**src/scs_pkg.sv**
```systemverilog
// Purpose: Shared constants and types of the scan cycle sequencer.
// Assumes: AXI4-Lite register access, one clock at 25 MHz.
// Notes:   Offsets are byte addresses of aligned 32-bit words.
package scs_pkg;
	// -------------------------------------------------------------
	// Widths and register map
	// -------------------------------------------------------------
	localparam int ADDR_W = 8;
	localparam int IMG_W  = 16;
	localparam logic [7:0] OFF_CTRL    = 8'h00;
	localparam logic [7:0] OFF_STAT    = 8'h04;
	localparam logic [7:0] OFF_IN_IMG  = 8'h08;
	localparam logic [7:0] OFF_OUT_IMG = 8'h0C;
	localparam logic [7:0] OFF_FRC_IN  = 8'h10;
	localparam logic [7:0] OFF_FRC_OUT = 8'h14;
	localparam logic [7:0] OFF_OVR_IN  = 8'h18;
	localparam logic [7:0] OFF_OVR_OUT = 8'h1C;
	localparam logic [7:0] OFF_PROG    = 8'h20;
	localparam logic [7:0] OFF_WDT     = 8'h24;
	localparam logic [7:0] OFF_SCAN    = 8'h28;
	localparam logic [7:0] OFF_SYS_DAT = 8'h2C;
	localparam logic [7:0] OFF_SYS_REL = 8'h30;
	localparam logic [7:0] OFF_SLEN    = 8'h34;
	localparam logic [7:0] OFF_RETAIN  = 8'h38;
	// -------------------------------------------------------------
	// Field positions
	// -------------------------------------------------------------
	localparam int CTL_RUN  = 0;
	localparam int CTL_STOP = 1;
	localparam int CTL_IMM  = 2;
	localparam int CTL_CLR  = 3;
	localparam int ST_RUN   = 0;
	localparam int ST_FATAL = 1;
	localparam int ST_NONF  = 2;
	localparam int ST_WDT   = 3;
	localparam int ST_LOWP  = 4;
	localparam int ST_SW    = 5;
	// -------------------------------------------------------------
	// Reset values, limits and timing
	// -------------------------------------------------------------
	localparam logic [13:0] WDT_DEF_MS = 14'h00C8;
	localparam logic [13:0] WDT_MIN_MS = 14'h0005;
	localparam logic [13:0] WDT_MAX_MS = 14'h2710;
	localparam logic [7:0]  SLEN_RST   = 8'h04;
	localparam int CLK_HZ     = 25000000;
	localparam int CYC_PER_MS = CLK_HZ / 1000;
	localparam int AVG_SH     = 3;
	localparam logic [1:0] RESP_OK  = 2'h0;
	localparam logic [1:0] RESP_ERR = 2'h2;
	typedef enum logic [2:0] {
		SEG_INIT, SEG_READ, SEG_SERVICE, SEG_SYSTEM,
		SEG_SOLVE, SEG_WRITE, SEG_DIAG
	} scs_seg_t;
endpackage

```
**src/scs_top.sv**
```systemverilog
// Purpose: Scan cycle and Run/Stop mode sequencer of a small controller.
// Assumes: Field inputs, switch and error pins are synchronous to sys_clk.
// Notes:   Program solving is a mask-and-invert of the solver source.
`timescale 1ns/1ps
module scs_top #(
	parameter int unsigned CYC_PER_MS = scs_pkg::CYC_PER_MS
) (
	input  wire logic        sys_clk,
	input  wire logic        arst_n,
	input  wire logic        ce,
	input  wire logic [7:0]  s_awaddr,
	input  wire logic        s_awvalid,
	output logic             s_awready,
	input  wire logic [31:0] s_wdata,
	input  wire logic [3:0]  s_wstrb,
	input  wire logic        s_wvalid,
	output logic             s_wready,
	output logic [1:0]       s_bresp,
	output logic             s_bvalid,
	input  wire logic        s_bready,
	input  wire logic [7:0]  s_araddr,
	input  wire logic        s_arvalid,
	output logic             s_arready,
	output logic [31:0]      s_rdata,
	output logic [1:0]       s_rresp,
	output logic             s_rvalid,
	input  wire logic        s_rready,
	input  wire logic [15:0] field_in,
	output logic [15:0]      field_out,
	input  wire logic        mode_switch_run,
	input  wire logic        usb_low_power,
	input  wire logic        fatal_in,
	input  wire logic        nonfatal_in,
	output logic             run_mode,
	output logic             fault
);
	import scs_pkg::*;

	// -------------------------------------------------------------
	// Declarations
	// -------------------------------------------------------------
	logic        rst_meta, rst_n;
	logic [7:0]  aw_addr;
	logic [31:0] w_data, wv, retain;
	logic [3:0]  w_strb;
	logic        wr_en, wr_hit, rd_hit;
	logic [32:0] rd_word, old_word;
	logic        imm_mode, req_run, req_stop, err_clr, sw_q;
	logic        fatal_flag, nonf_flag, wdt_err, wdt_trip;
	logic [13:0] wdt_ms;
	logic [7:0]  solve_len, solve_cnt;
	logic [31:0] prog, wdt_cnt, wdt_lim, scan_cnt, scan_avg;
	logic [31:0] sys_data;
	logic [6:0]  sys_relay;
	logic [15:0] in_image, out_image, ovr_in, ovr_out, solved;
	logic [15:0] fin_val, fin_msk, fout_val, fout_msk;
	logic        fin_pend, fout_pend, first_scan;
	scs_seg_t    seg;

	// Merges written byte lanes into the previous register value.
	function automatic logic [31:0] merge(input logic [31:0] o,
		input logic [31:0] d, input logic [3:0] s);
		logic [31:0] r;
		r = o;
		for (int i = 0; i < 4; i++) begin
			if (s[i]) begin
				r[i*8 +: 8] = d[i*8 +: 8];
			end
		end
		return r;
	endfunction

	// Register read decode; bit 32 marks a mapped address.
	function automatic logic [32:0] reg_read(input logic [7:0] a);
		logic [31:0] v;
		logic        h;
		v = 32'h0000_0000;
		h = 1'b1;
		if (a == OFF_CTRL) begin
			v[CTL_IMM] = imm_mode;
		end else if (a == OFF_STAT) begin
			v[ST_RUN] = run_mode;
			v[ST_FATAL] = fatal_flag;
			v[ST_NONF] = nonf_flag;
			v[ST_WDT] = wdt_err;
			v[ST_LOWP] = usb_low_power;
			v[ST_SW] = mode_switch_run;
		end else if (a == OFF_IN_IMG) begin
			v[15:0] = in_image;
		end else if (a == OFF_OUT_IMG) begin
			v[15:0] = out_image;
		end else if (a == OFF_FRC_IN) begin
			v = {fin_msk, fin_val};
		end else if (a == OFF_FRC_OUT) begin
			v = {fout_msk, fout_val};
		end else if (a == OFF_OVR_IN) begin
			v[15:0] = ovr_in;
		end else if (a == OFF_OVR_OUT) begin
			v[15:0] = ovr_out;
		end else if (a == OFF_PROG) begin
			v = prog;
		end else if (a == OFF_WDT) begin
			v[13:0] = wdt_ms;
		end else if (a == OFF_SCAN) begin
			v = scan_avg;
		end else if (a == OFF_SYS_DAT) begin
			v = sys_data;
		end else if (a == OFF_SYS_REL) begin
			v[6:0] = sys_relay;
		end else if (a == OFF_SLEN) begin
			v[7:0] = solve_len;
		end else if (a == OFF_RETAIN) begin
			v = retain;
		end else begin
			h = 1'b0;
		end
		return {h, v};
	endfunction

	// -------------------------------------------------------------
	// Reset release
	// -------------------------------------------------------------
	// Two flops release the asynchronous reset on a clock edge.
	always_ff @(posedge sys_clk or negedge arst_n) begin
		if (!arst_n) begin
			rst_meta <= 1'b0;
			rst_n <= 1'b0;
		end else begin
			rst_meta <= 1'b1;
			rst_n <= rst_meta;
		end
	end

	// -------------------------------------------------------------
	// AXI4-Lite slave
	// -------------------------------------------------------------
	// Write fires once both address and data are held.
	assign rd_word  = reg_read(s_araddr);
	assign old_word = reg_read(aw_addr);
	assign wv       = merge(old_word[31:0], w_data, w_strb);
	assign wr_hit   = old_word[32] && aw_addr != OFF_STAT;
	assign rd_hit   = rd_word[32];
	assign wr_en    = ce && !s_awready && !s_wready && !s_bvalid;

	// Write channels take address and data in either order.
	always_ff @(posedge sys_clk or negedge rst_n) begin
		if (!rst_n) begin
			s_awready <= 1'b1;
			s_wready <= 1'b1;
			s_bvalid <= 1'b0;
			s_bresp <= RESP_OK;
			aw_addr <= 8'h00;
			w_data <= 32'h0000_0000;
			w_strb <= 4'h0;
		end else if (ce) begin
			if (s_awvalid && s_awready) begin
				aw_addr <= s_awaddr;
				s_awready <= 1'b0;
			end
			if (s_wvalid && s_wready) begin
				w_data <= s_wdata;
				w_strb <= s_wstrb;
				s_wready <= 1'b0;
			end
			if (wr_en) begin
				s_bvalid <= 1'b1;
				s_bresp <= wr_hit ? RESP_OK : RESP_ERR;
			end
			if (s_bvalid && s_bready) begin
				s_bvalid <= 1'b0;
				s_awready <= 1'b1;
				s_wready <= 1'b1;
			end
		end
	end

	// Read answers on the same edge that takes the address.
	always_ff @(posedge sys_clk or negedge rst_n) begin
		if (!rst_n) begin
			s_arready <= 1'b1;
			s_rvalid <= 1'b0;
			s_rdata <= 32'h0000_0000;
			s_rresp <= RESP_OK;
		end else if (ce) begin
			if (s_arvalid && s_arready) begin
				s_arready <= 1'b0;
				s_rvalid <= 1'b1;
				s_rdata <= rd_word[31:0];
				s_rresp <= rd_hit ? RESP_OK : RESP_ERR;
			end else if (s_rvalid && s_rready) begin
				s_rvalid <= 1'b0;
				s_arready <= 1'b1;
			end
		end
	end

	// -------------------------------------------------------------
	// Software settings
	// -------------------------------------------------------------
	assign req_run  = wr_en && aw_addr == OFF_CTRL && wv[CTL_RUN];
	assign req_stop = wr_en && aw_addr == OFF_CTRL && wv[CTL_STOP];
	assign err_clr  = wr_en && aw_addr == OFF_CTRL && wv[CTL_CLR];

	// Settings registers; the watchdog limit is clamped on write.
	always_ff @(posedge sys_clk or negedge rst_n) begin
		if (!rst_n) begin
			imm_mode <= 1'b0;
			ovr_in <= 16'h0000;
			ovr_out <= 16'h0000;
			prog <= 32'h0000_0000;
			wdt_ms <= WDT_DEF_MS;
			solve_len <= SLEN_RST;
		end else if (wr_en) begin
			if (aw_addr == OFF_CTRL) begin
				imm_mode <= wv[CTL_IMM];
			end else if (aw_addr == OFF_OVR_IN) begin
				ovr_in <= wv[15:0];
			end else if (aw_addr == OFF_OVR_OUT) begin
				ovr_out <= wv[15:0];
			end else if (aw_addr == OFF_PROG) begin
				prog <= wv;
			end else if (aw_addr == OFF_SLEN) begin
				solve_len <= wv[7:0];
			end else if (aw_addr == OFF_WDT) begin
				if (wv[31:14] != 18'h0 || wv[13:0] > WDT_MAX_MS)
					wdt_ms <= WDT_MAX_MS;
				else if (wv[13:0] < WDT_MIN_MS)
					wdt_ms <= WDT_MIN_MS;
				else
					wdt_ms <= wv[13:0];
			end
		end
	end

	// Retentive word has no reset so it survives power-up init.
	always_ff @(posedge sys_clk) begin
		if (wr_en && aw_addr == OFF_RETAIN)
			retain <= wv;
	end

	// Pending forces; a new write wins over consumption.
	always_ff @(posedge sys_clk or negedge rst_n) begin
		if (!rst_n) begin
			{fin_pend, fin_msk, fin_val} <= 33'h0;
			{fout_pend, fout_msk, fout_val} <= 33'h0;
		end else if (ce) begin
			if (wr_en && aw_addr == OFF_FRC_IN)
				{fin_pend, fin_msk, fin_val} <= {1'b1, wv};
			else if (seg == SEG_SERVICE)
				fin_pend <= 1'b0;
			if (wr_en && aw_addr == OFF_FRC_OUT)
				{fout_pend, fout_msk, fout_val} <= {1'b1, wv};
			else if (seg == SEG_SOLVE && solve_cnt == 8'h00)
				fout_pend <= 1'b0;
		end
	end

	// -------------------------------------------------------------
	// Mode and errors
	// -------------------------------------------------------------
	assign wdt_lim  = 32'(wdt_ms) * 32'(CYC_PER_MS);
	assign wdt_trip = seg == SEG_SOLVE && wdt_cnt >= wdt_lim;

	// Switch position rules; a fatal event always wins.
	always_ff @(posedge sys_clk or negedge rst_n) begin
		if (!rst_n) begin
			run_mode <= 1'b0;
			sw_q <= 1'b0;
		end else if (ce) begin
			sw_q <= mode_switch_run;
			if (fatal_in || wdt_trip)
				run_mode <= 1'b0;
			else if (!mode_switch_run)
				run_mode <= 1'b0;
			else if (req_stop)
				run_mode <= 1'b0;
			else if ((req_run || !sw_q) && !usb_low_power
				&& !fatal_flag)
				run_mode <= 1'b1;
		end
	end

	// Sticky error flags; a new error wins over a clear.
	always_ff @(posedge sys_clk or negedge rst_n) begin
		if (!rst_n) begin
			fatal_flag <= 1'b0;
			nonf_flag <= 1'b0;
			wdt_err <= 1'b0;
			fault <= 1'b0;
		end else if (ce) begin
			fatal_flag <= fatal_in || wdt_trip
				|| (fatal_flag && !err_clr);
			nonf_flag <= nonfatal_in || (nonf_flag && !err_clr);
			wdt_err <= wdt_trip || (wdt_err && !err_clr);
			fault <= fatal_in || wdt_trip || (fatal_flag && !err_clr);
		end
	end

	// -------------------------------------------------------------
	// Scan sequencer
	// -------------------------------------------------------------
	// Segment order with watchdog over the solving segment.
	always_ff @(posedge sys_clk or negedge rst_n) begin
		if (!rst_n) begin
			seg <= SEG_INIT;
			solve_cnt <= 8'h00;
			wdt_cnt <= 32'h0000_0000;
		end else if (ce) begin
			case (seg)
			SEG_INIT: seg <= SEG_READ;
			SEG_READ: seg <= SEG_SERVICE;
			SEG_SERVICE: seg <= SEG_SYSTEM;
			SEG_SYSTEM: begin
				solve_cnt <= solve_len + 8'(imm_mode);
				seg <= run_mode ? SEG_SOLVE : SEG_DIAG;
			end
			SEG_SOLVE: begin
				wdt_cnt <= wdt_cnt + 32'h1;
				if (wdt_trip)
					seg <= SEG_DIAG;
				else if (solve_cnt == 8'h00)
					seg <= SEG_WRITE;
				else
					solve_cnt <= solve_cnt - 8'h01;
			end
			SEG_WRITE: seg <= SEG_DIAG;
			SEG_DIAG: begin
				wdt_cnt <= 32'h0000_0000;
				seg <= SEG_READ;
			end
			default: seg <= SEG_INIT;
			endcase
		end
	end

	// Solver result from image or live inputs, masked and inverted by prog.
	assign solved = ((imm_mode ? field_in : in_image) & prog[15:0])
		^ prog[31:16];

	// Input and output images with forcing and override.
	always_ff @(posedge sys_clk or negedge rst_n) begin
		if (!rst_n) begin
			in_image <= 16'h0000;
			out_image <= 16'h0000;
		end else if (ce) begin
			if (seg == SEG_INIT) begin
				in_image <= 16'h0000;
				out_image <= 16'h0000;
			end else if (seg == SEG_READ) begin
				in_image <= (field_in & ~ovr_in)
					| (in_image & ovr_in);
			end else if (seg == SEG_SERVICE && fin_pend) begin
				in_image <= (in_image & ~fin_msk)
					| (fin_val & fin_msk);
			end else if (seg == SEG_SOLVE && solve_cnt == 8'h00
				&& !wdt_trip) begin
				out_image <= fout_pend
					? (((solved & ~ovr_out) | (out_image & ovr_out))
					& ~fout_msk) | (fout_val & fout_msk)
					: (solved & ~ovr_out) | (out_image & ovr_out);
			end
		end
	end

	// Physical outputs follow the image only in a Run write.
	always_ff @(posedge sys_clk or negedge rst_n) begin
		if (!rst_n) begin
			field_out <= 16'h0000;
		end else if (ce) begin
			if (!run_mode || fatal_in || wdt_trip)
				field_out <= 16'h0000;
			else if (seg == SEG_WRITE)
				field_out <= out_image;
		end
	end

	// Scan statistics and system relays.
	always_ff @(posedge sys_clk or negedge rst_n) begin
		if (!rst_n) begin
			scan_cnt <= 32'h0000_0000;
			scan_avg <= 32'h0000_0000;
			sys_data <= 32'h0000_0000;
			sys_relay <= 7'h00;
			first_scan <= 1'b1;
		end else if (ce) begin
			scan_cnt <= (seg == SEG_DIAG) ? 32'h0 : scan_cnt + 32'h1;
			if (seg == SEG_SYSTEM) begin
				sys_data <= sys_data + 32'h1;
				sys_relay <= {wdt_err, nonf_flag, fatal_flag,
					usb_low_power, mode_switch_run, run_mode,
					first_scan};
			end
			if (seg == SEG_DIAG) begin
				first_scan <= 1'b0;
				scan_avg <= first_scan ? scan_cnt + 32'h1
					: scan_avg - (scan_avg >> AVG_SH)
					+ ((scan_cnt + 32'h1) >> AVG_SH);
			end
		end
	end
endmodule // scs_top
```
**config.mk**
```make
export PLATFORM = sky130hd
export DESIGN_NAME = scs_top
export DESIGN_NICKNAME = d
export VERILOG_FILES = /design/src/scs_pkg.sv /design/src/scs_top.sv
export SDC_FILE = /design/constraint.sdc
export NUM_CORES = 2
export LEC_CHECK = 0
export ABC_AREA = 1
export BUFFER_PORTS_ARGS = -buffer_cell sky130_fd_sc_hd__buf_2
export CAP_MARGIN = 20
export CORE_UTILIZATION = 40
export CTS_CLUSTER_SIZE = 16
export DETAILED_ROUTE_END_ITERATION = 8
export GPL_TIMING_DRIVEN = 1
export PLACE_DENSITY = 0.63
export SETUP_SLACK_MARGIN = 0.15
export SYNTH_ARGS = -nofsm -noshare
export SYNTH_HDL_FRONTEND = slang
export SYNTH_SLANG_ARGS = --single-unit
export TNS_END_PERCENT = 50
```
**constraint.sdc**
```tcl
create_clock -name sys_clk -period 18.3 [get_ports sys_clk]
set_clock_uncertainty 0.15 [all_clocks]
set_input_delay 0.915 -clock sys_clk [delete_from_list [all_inputs] [get_ports sys_clk]]
set_output_delay 0.915 -clock sys_clk [all_outputs]
set_load 0.01 [all_outputs]
```
==> impl_metrics.json <==
{
  "drtIter0Drc": 3795,
  "yosysSeqAreaShare_pct": 37.1,
  "cp_common_cell": "nand2_1",
  "grt_pass1_vias": 29000,
  "clk_pin_slew_ns": 0.06,
  "crit_required_ns": 18.71,
  "p_per_area_nw_per_um2": 156,
  "ys_ff_latch": 470,
  "nNetsFinal": 4623,
  "finalSetupViolCount": 0,
  "drtAntennaViolNets": 0,
  "synth_top_family_by_area": "compound AO/OA/AOI/OAI gates",
  "cts_htree_levels": 2,
  "slowest_stage": "dfstp_2",
  "r2r-end": "field_out[11]",
  "synth_edf_count": 32,
  "die_h_um": 285,
  "rsz0062_at_grt": "false",
  "dp_hpwl_mm": 93.9,
  "wire_per_inst_um": 23.1,
  "reg2reg_slack_ns": 10.74,
  "layout_commonest_cell": "nand2_1",
  "hold_path.class": "reg -> async",
  "cts_buffers": 57,
  "ys_warn_count": 0,
  "grtUsageTotal_pct": 30.3,
  "grt_max_degree": 145,
  "route.detailed.drc": 0,
  "critPathKind": "reg -> reg",
  "pin_count": 139,
  "holdBufCountCts": 1,
  "syn_avg_cell_area_um2": 7.62,
  "cp.arrival_ns": 7.97,
  "cts_tree": "done",
  "post-route-util_pct": 45.4,
  "gp_congestion": 1.03,
  "die_w_um": 285,
  "crit_fanout": 16,
  "synthAdderAreaFrac_pct": 10.1,
  "via_per_inst": 5.70,
  "tns_ns": 0,
  "netlist_area_um2": 32100,
  "coreArea_um2": 79300,
  "ys_types": 67,
  "start_util_pct": 40.5,
  "fin_crit_ns": 7.56,
  "worstMarginPinSlew_ns": 1.19,
  "startpoint_type": "register",
  "synthMuxAreaShare_pct": 1.26,
  "leakagePower_nw": 17.4,
  "yosysTopAreaCell": "dfrtp_1",
  "num_antenna_cells": 0,
  "end_kind": "register",
  "syn_inst": 4214,
  "cts_sinks": 470,
  "synthSimpleGateAreaFrac_pct": 19.2,
  "clock_path_buffers": 3,
  "grt_pass1_wl_mm": 186,
  "antenna_found_initial": 6,
  "ir_worst_vdd_mv": 0.0898,
  "rows": 103,
  "ctsResizeCount": 0,
  "cpPeakStageDelay_ns": 0.62,
  "ys_top_cells_by_area": "dfrtp_1 33%, nand2_1 10%, o21ai_0 8.1%",
  "maxCapViolations": 0,
  "ys.flop_type": "dfrtp_1",
  "die-area_um2": 81500,
  "final_cell_mix": "869 x nand2_1, 648 x inv_1, 519 x o21ai_0",
  "cts-root-buf": "clkbuf_16",
  "synth_xor_area_share_pct": 3.24,
  "synthToLayoutAreaGrowth_pct": 11.9,
  "port_buffers": 136,
  "drive_above_1_share_pct": 9.27,
  "period_share_pct": 41.3,
  "slew_violations": 0,
  "ys_async_sr_fraction_pct": 93.2,
  "synth_top_cell_area_share_pct": 33.5,
  "rr_startpoint": "wdt_ms[6]",
  "synth-compound-area-share_pct": 19.3,
  "vias": 30900,
  "overflow": 0,
  "clk_latency_ns": 0.66,
  "slew_headroom_pct": 20.4,
  "post-cts-setup-buffers": 0,
  "max_freq_mhz": 132,
  "first_pass_iters": 6,
  "outcome": "completed",
  "timing.final.hold_violations": 0,
  "worst-r2r-cell-count": 32,
  "routed_wirelength_mm": 125
}
worst max-delay path, delay by kind of cell, from the launching register on:
kind            cells  cell delay [ns]
flops               1             0.62
buf+inv             3             0.17
fa+ha+maj           7             2.67
compound gates     11             2.29
simple gates       11             1.58
layer usage:
layer / up-vias / GRT usage (%) / routed length, um
met2: 1620 / 44.6 / 52900
li1: 14200 / - / -
met1: 14700 / 43.0 / 53500
met3: 320 / 5.54 / 12300
met4: 8 / 14.0 / 6190
met5: - / 0 / 46
Yosys cell counts, types with 29 or more instances:
| master | count |
|---|---|
| a21oi_1 | 294 |
| a221oi_1 | 31 |
| clkbuf_1 | 107 |
| dfrtp_1 | 430 |
| edfxtp_1 | 32 |
| fa_1 | 61 |
| ha_1 | 163 |
| inv_1 | 649 |
| mux2_2 | 36 |
| nand2_1 | 870 |
| nand3_1 | 169 |
| nand4_1 | 34 |
| nor2_1 | 250 |
| nor3_1 | 49 |
| o211ai_1 | 51 |
| o21ai_0 | 519 |
| o221ai_1 | 29 |
| o22ai_1 | 46 |
| xor2_1 | 96 |
logic make-up (layout without fill, tap and decap cells):
| family | after synthesis | in the layout |
|---|---|---|
| and+or+nand+nor | 1461 | 1461 |
| AOI/OAI and AO/OA | 1090 | 1090 |
| buffers and inverters | 812 | 964 |
| DFF | 470 | 470 |
| adders and majority gates | 224 | 224 |
| xor gates and xnor gates | 119 | 119 |
| muxes | 36 | 36 |
| other | 2 | 3 |
sequential cells by signal (all words and copies together), names as in the netlist, 32 cells and up:
| register | count |
|---|---|
| wdt_cnt | 32 |
| scan_cnt | 32 |
| retain | 32 |
| s_rdata | 32 |
| scan_avg | 32 |
| w_data | 32 |
| prog | 32 |
| sys_data | 32 |
report_power, final:
| group | switching (mW) | leakage [nW] | internal, mW | total, mW |
|---|---|---|---|---|
| sequential | 0.392 | 5.63 | 1.35 | 1.74 |
| clock | 0.503 | 0.954 | 0.701 | 1.20 |
| combinational | 1.77 | 10.8 | 0.882 | 2.65 |
| total | 2.66 | 17.4 | 2.93 | 5.59 |
cell type report:
cell class | count | area [um2]
fillers | 8098 | 43300
inverters | 670 | 2520
repair buffers | 187 | 1120
well taps | 1050 | 1310
flip-flops and latches | 470 | 11900
clock inverters | 21 | 283
multi-input cells | 2933 | 17100
clock buffers | 86 | 1670
worst max-delay path by stage:
stage / start / endpoint / slack (ns)
2_1_floorplan: rst_n / aw_addr[0] / 5.05
3_3_place_gp: wdt_ms[6] / field_out[8] / 10.90
3_5_place_dp: wdt_ms[6] / field_out[8] / 10.79
4_1_cts: wdt_ms[6] / field_out[11] / 10.81
5_1_grt: wdt_ms[6] / field_out[13] / 10.29
6_report: wdt_ms[6] / field_out[11] / 10.74
per-stage QoR:
step	power, mW	cells	setup slack [ns]	hold slack [ns]	instance area, um2
6_report	5.59	5417	10.74	0.125	35900
5_1_grt	5.95	5417	10.29	0.167	35900
4_1_cts	5.54	5415	10.81	0.143	35900
3_5_place_dp	4.32	5307	10.79	0.138	33900
3_3_place_gp	4.29	5306	10.90	0.140	33900
2_1_floorplan	3.43	4215	5.05	0.181	32100
(Power assumes the default switching activity.)
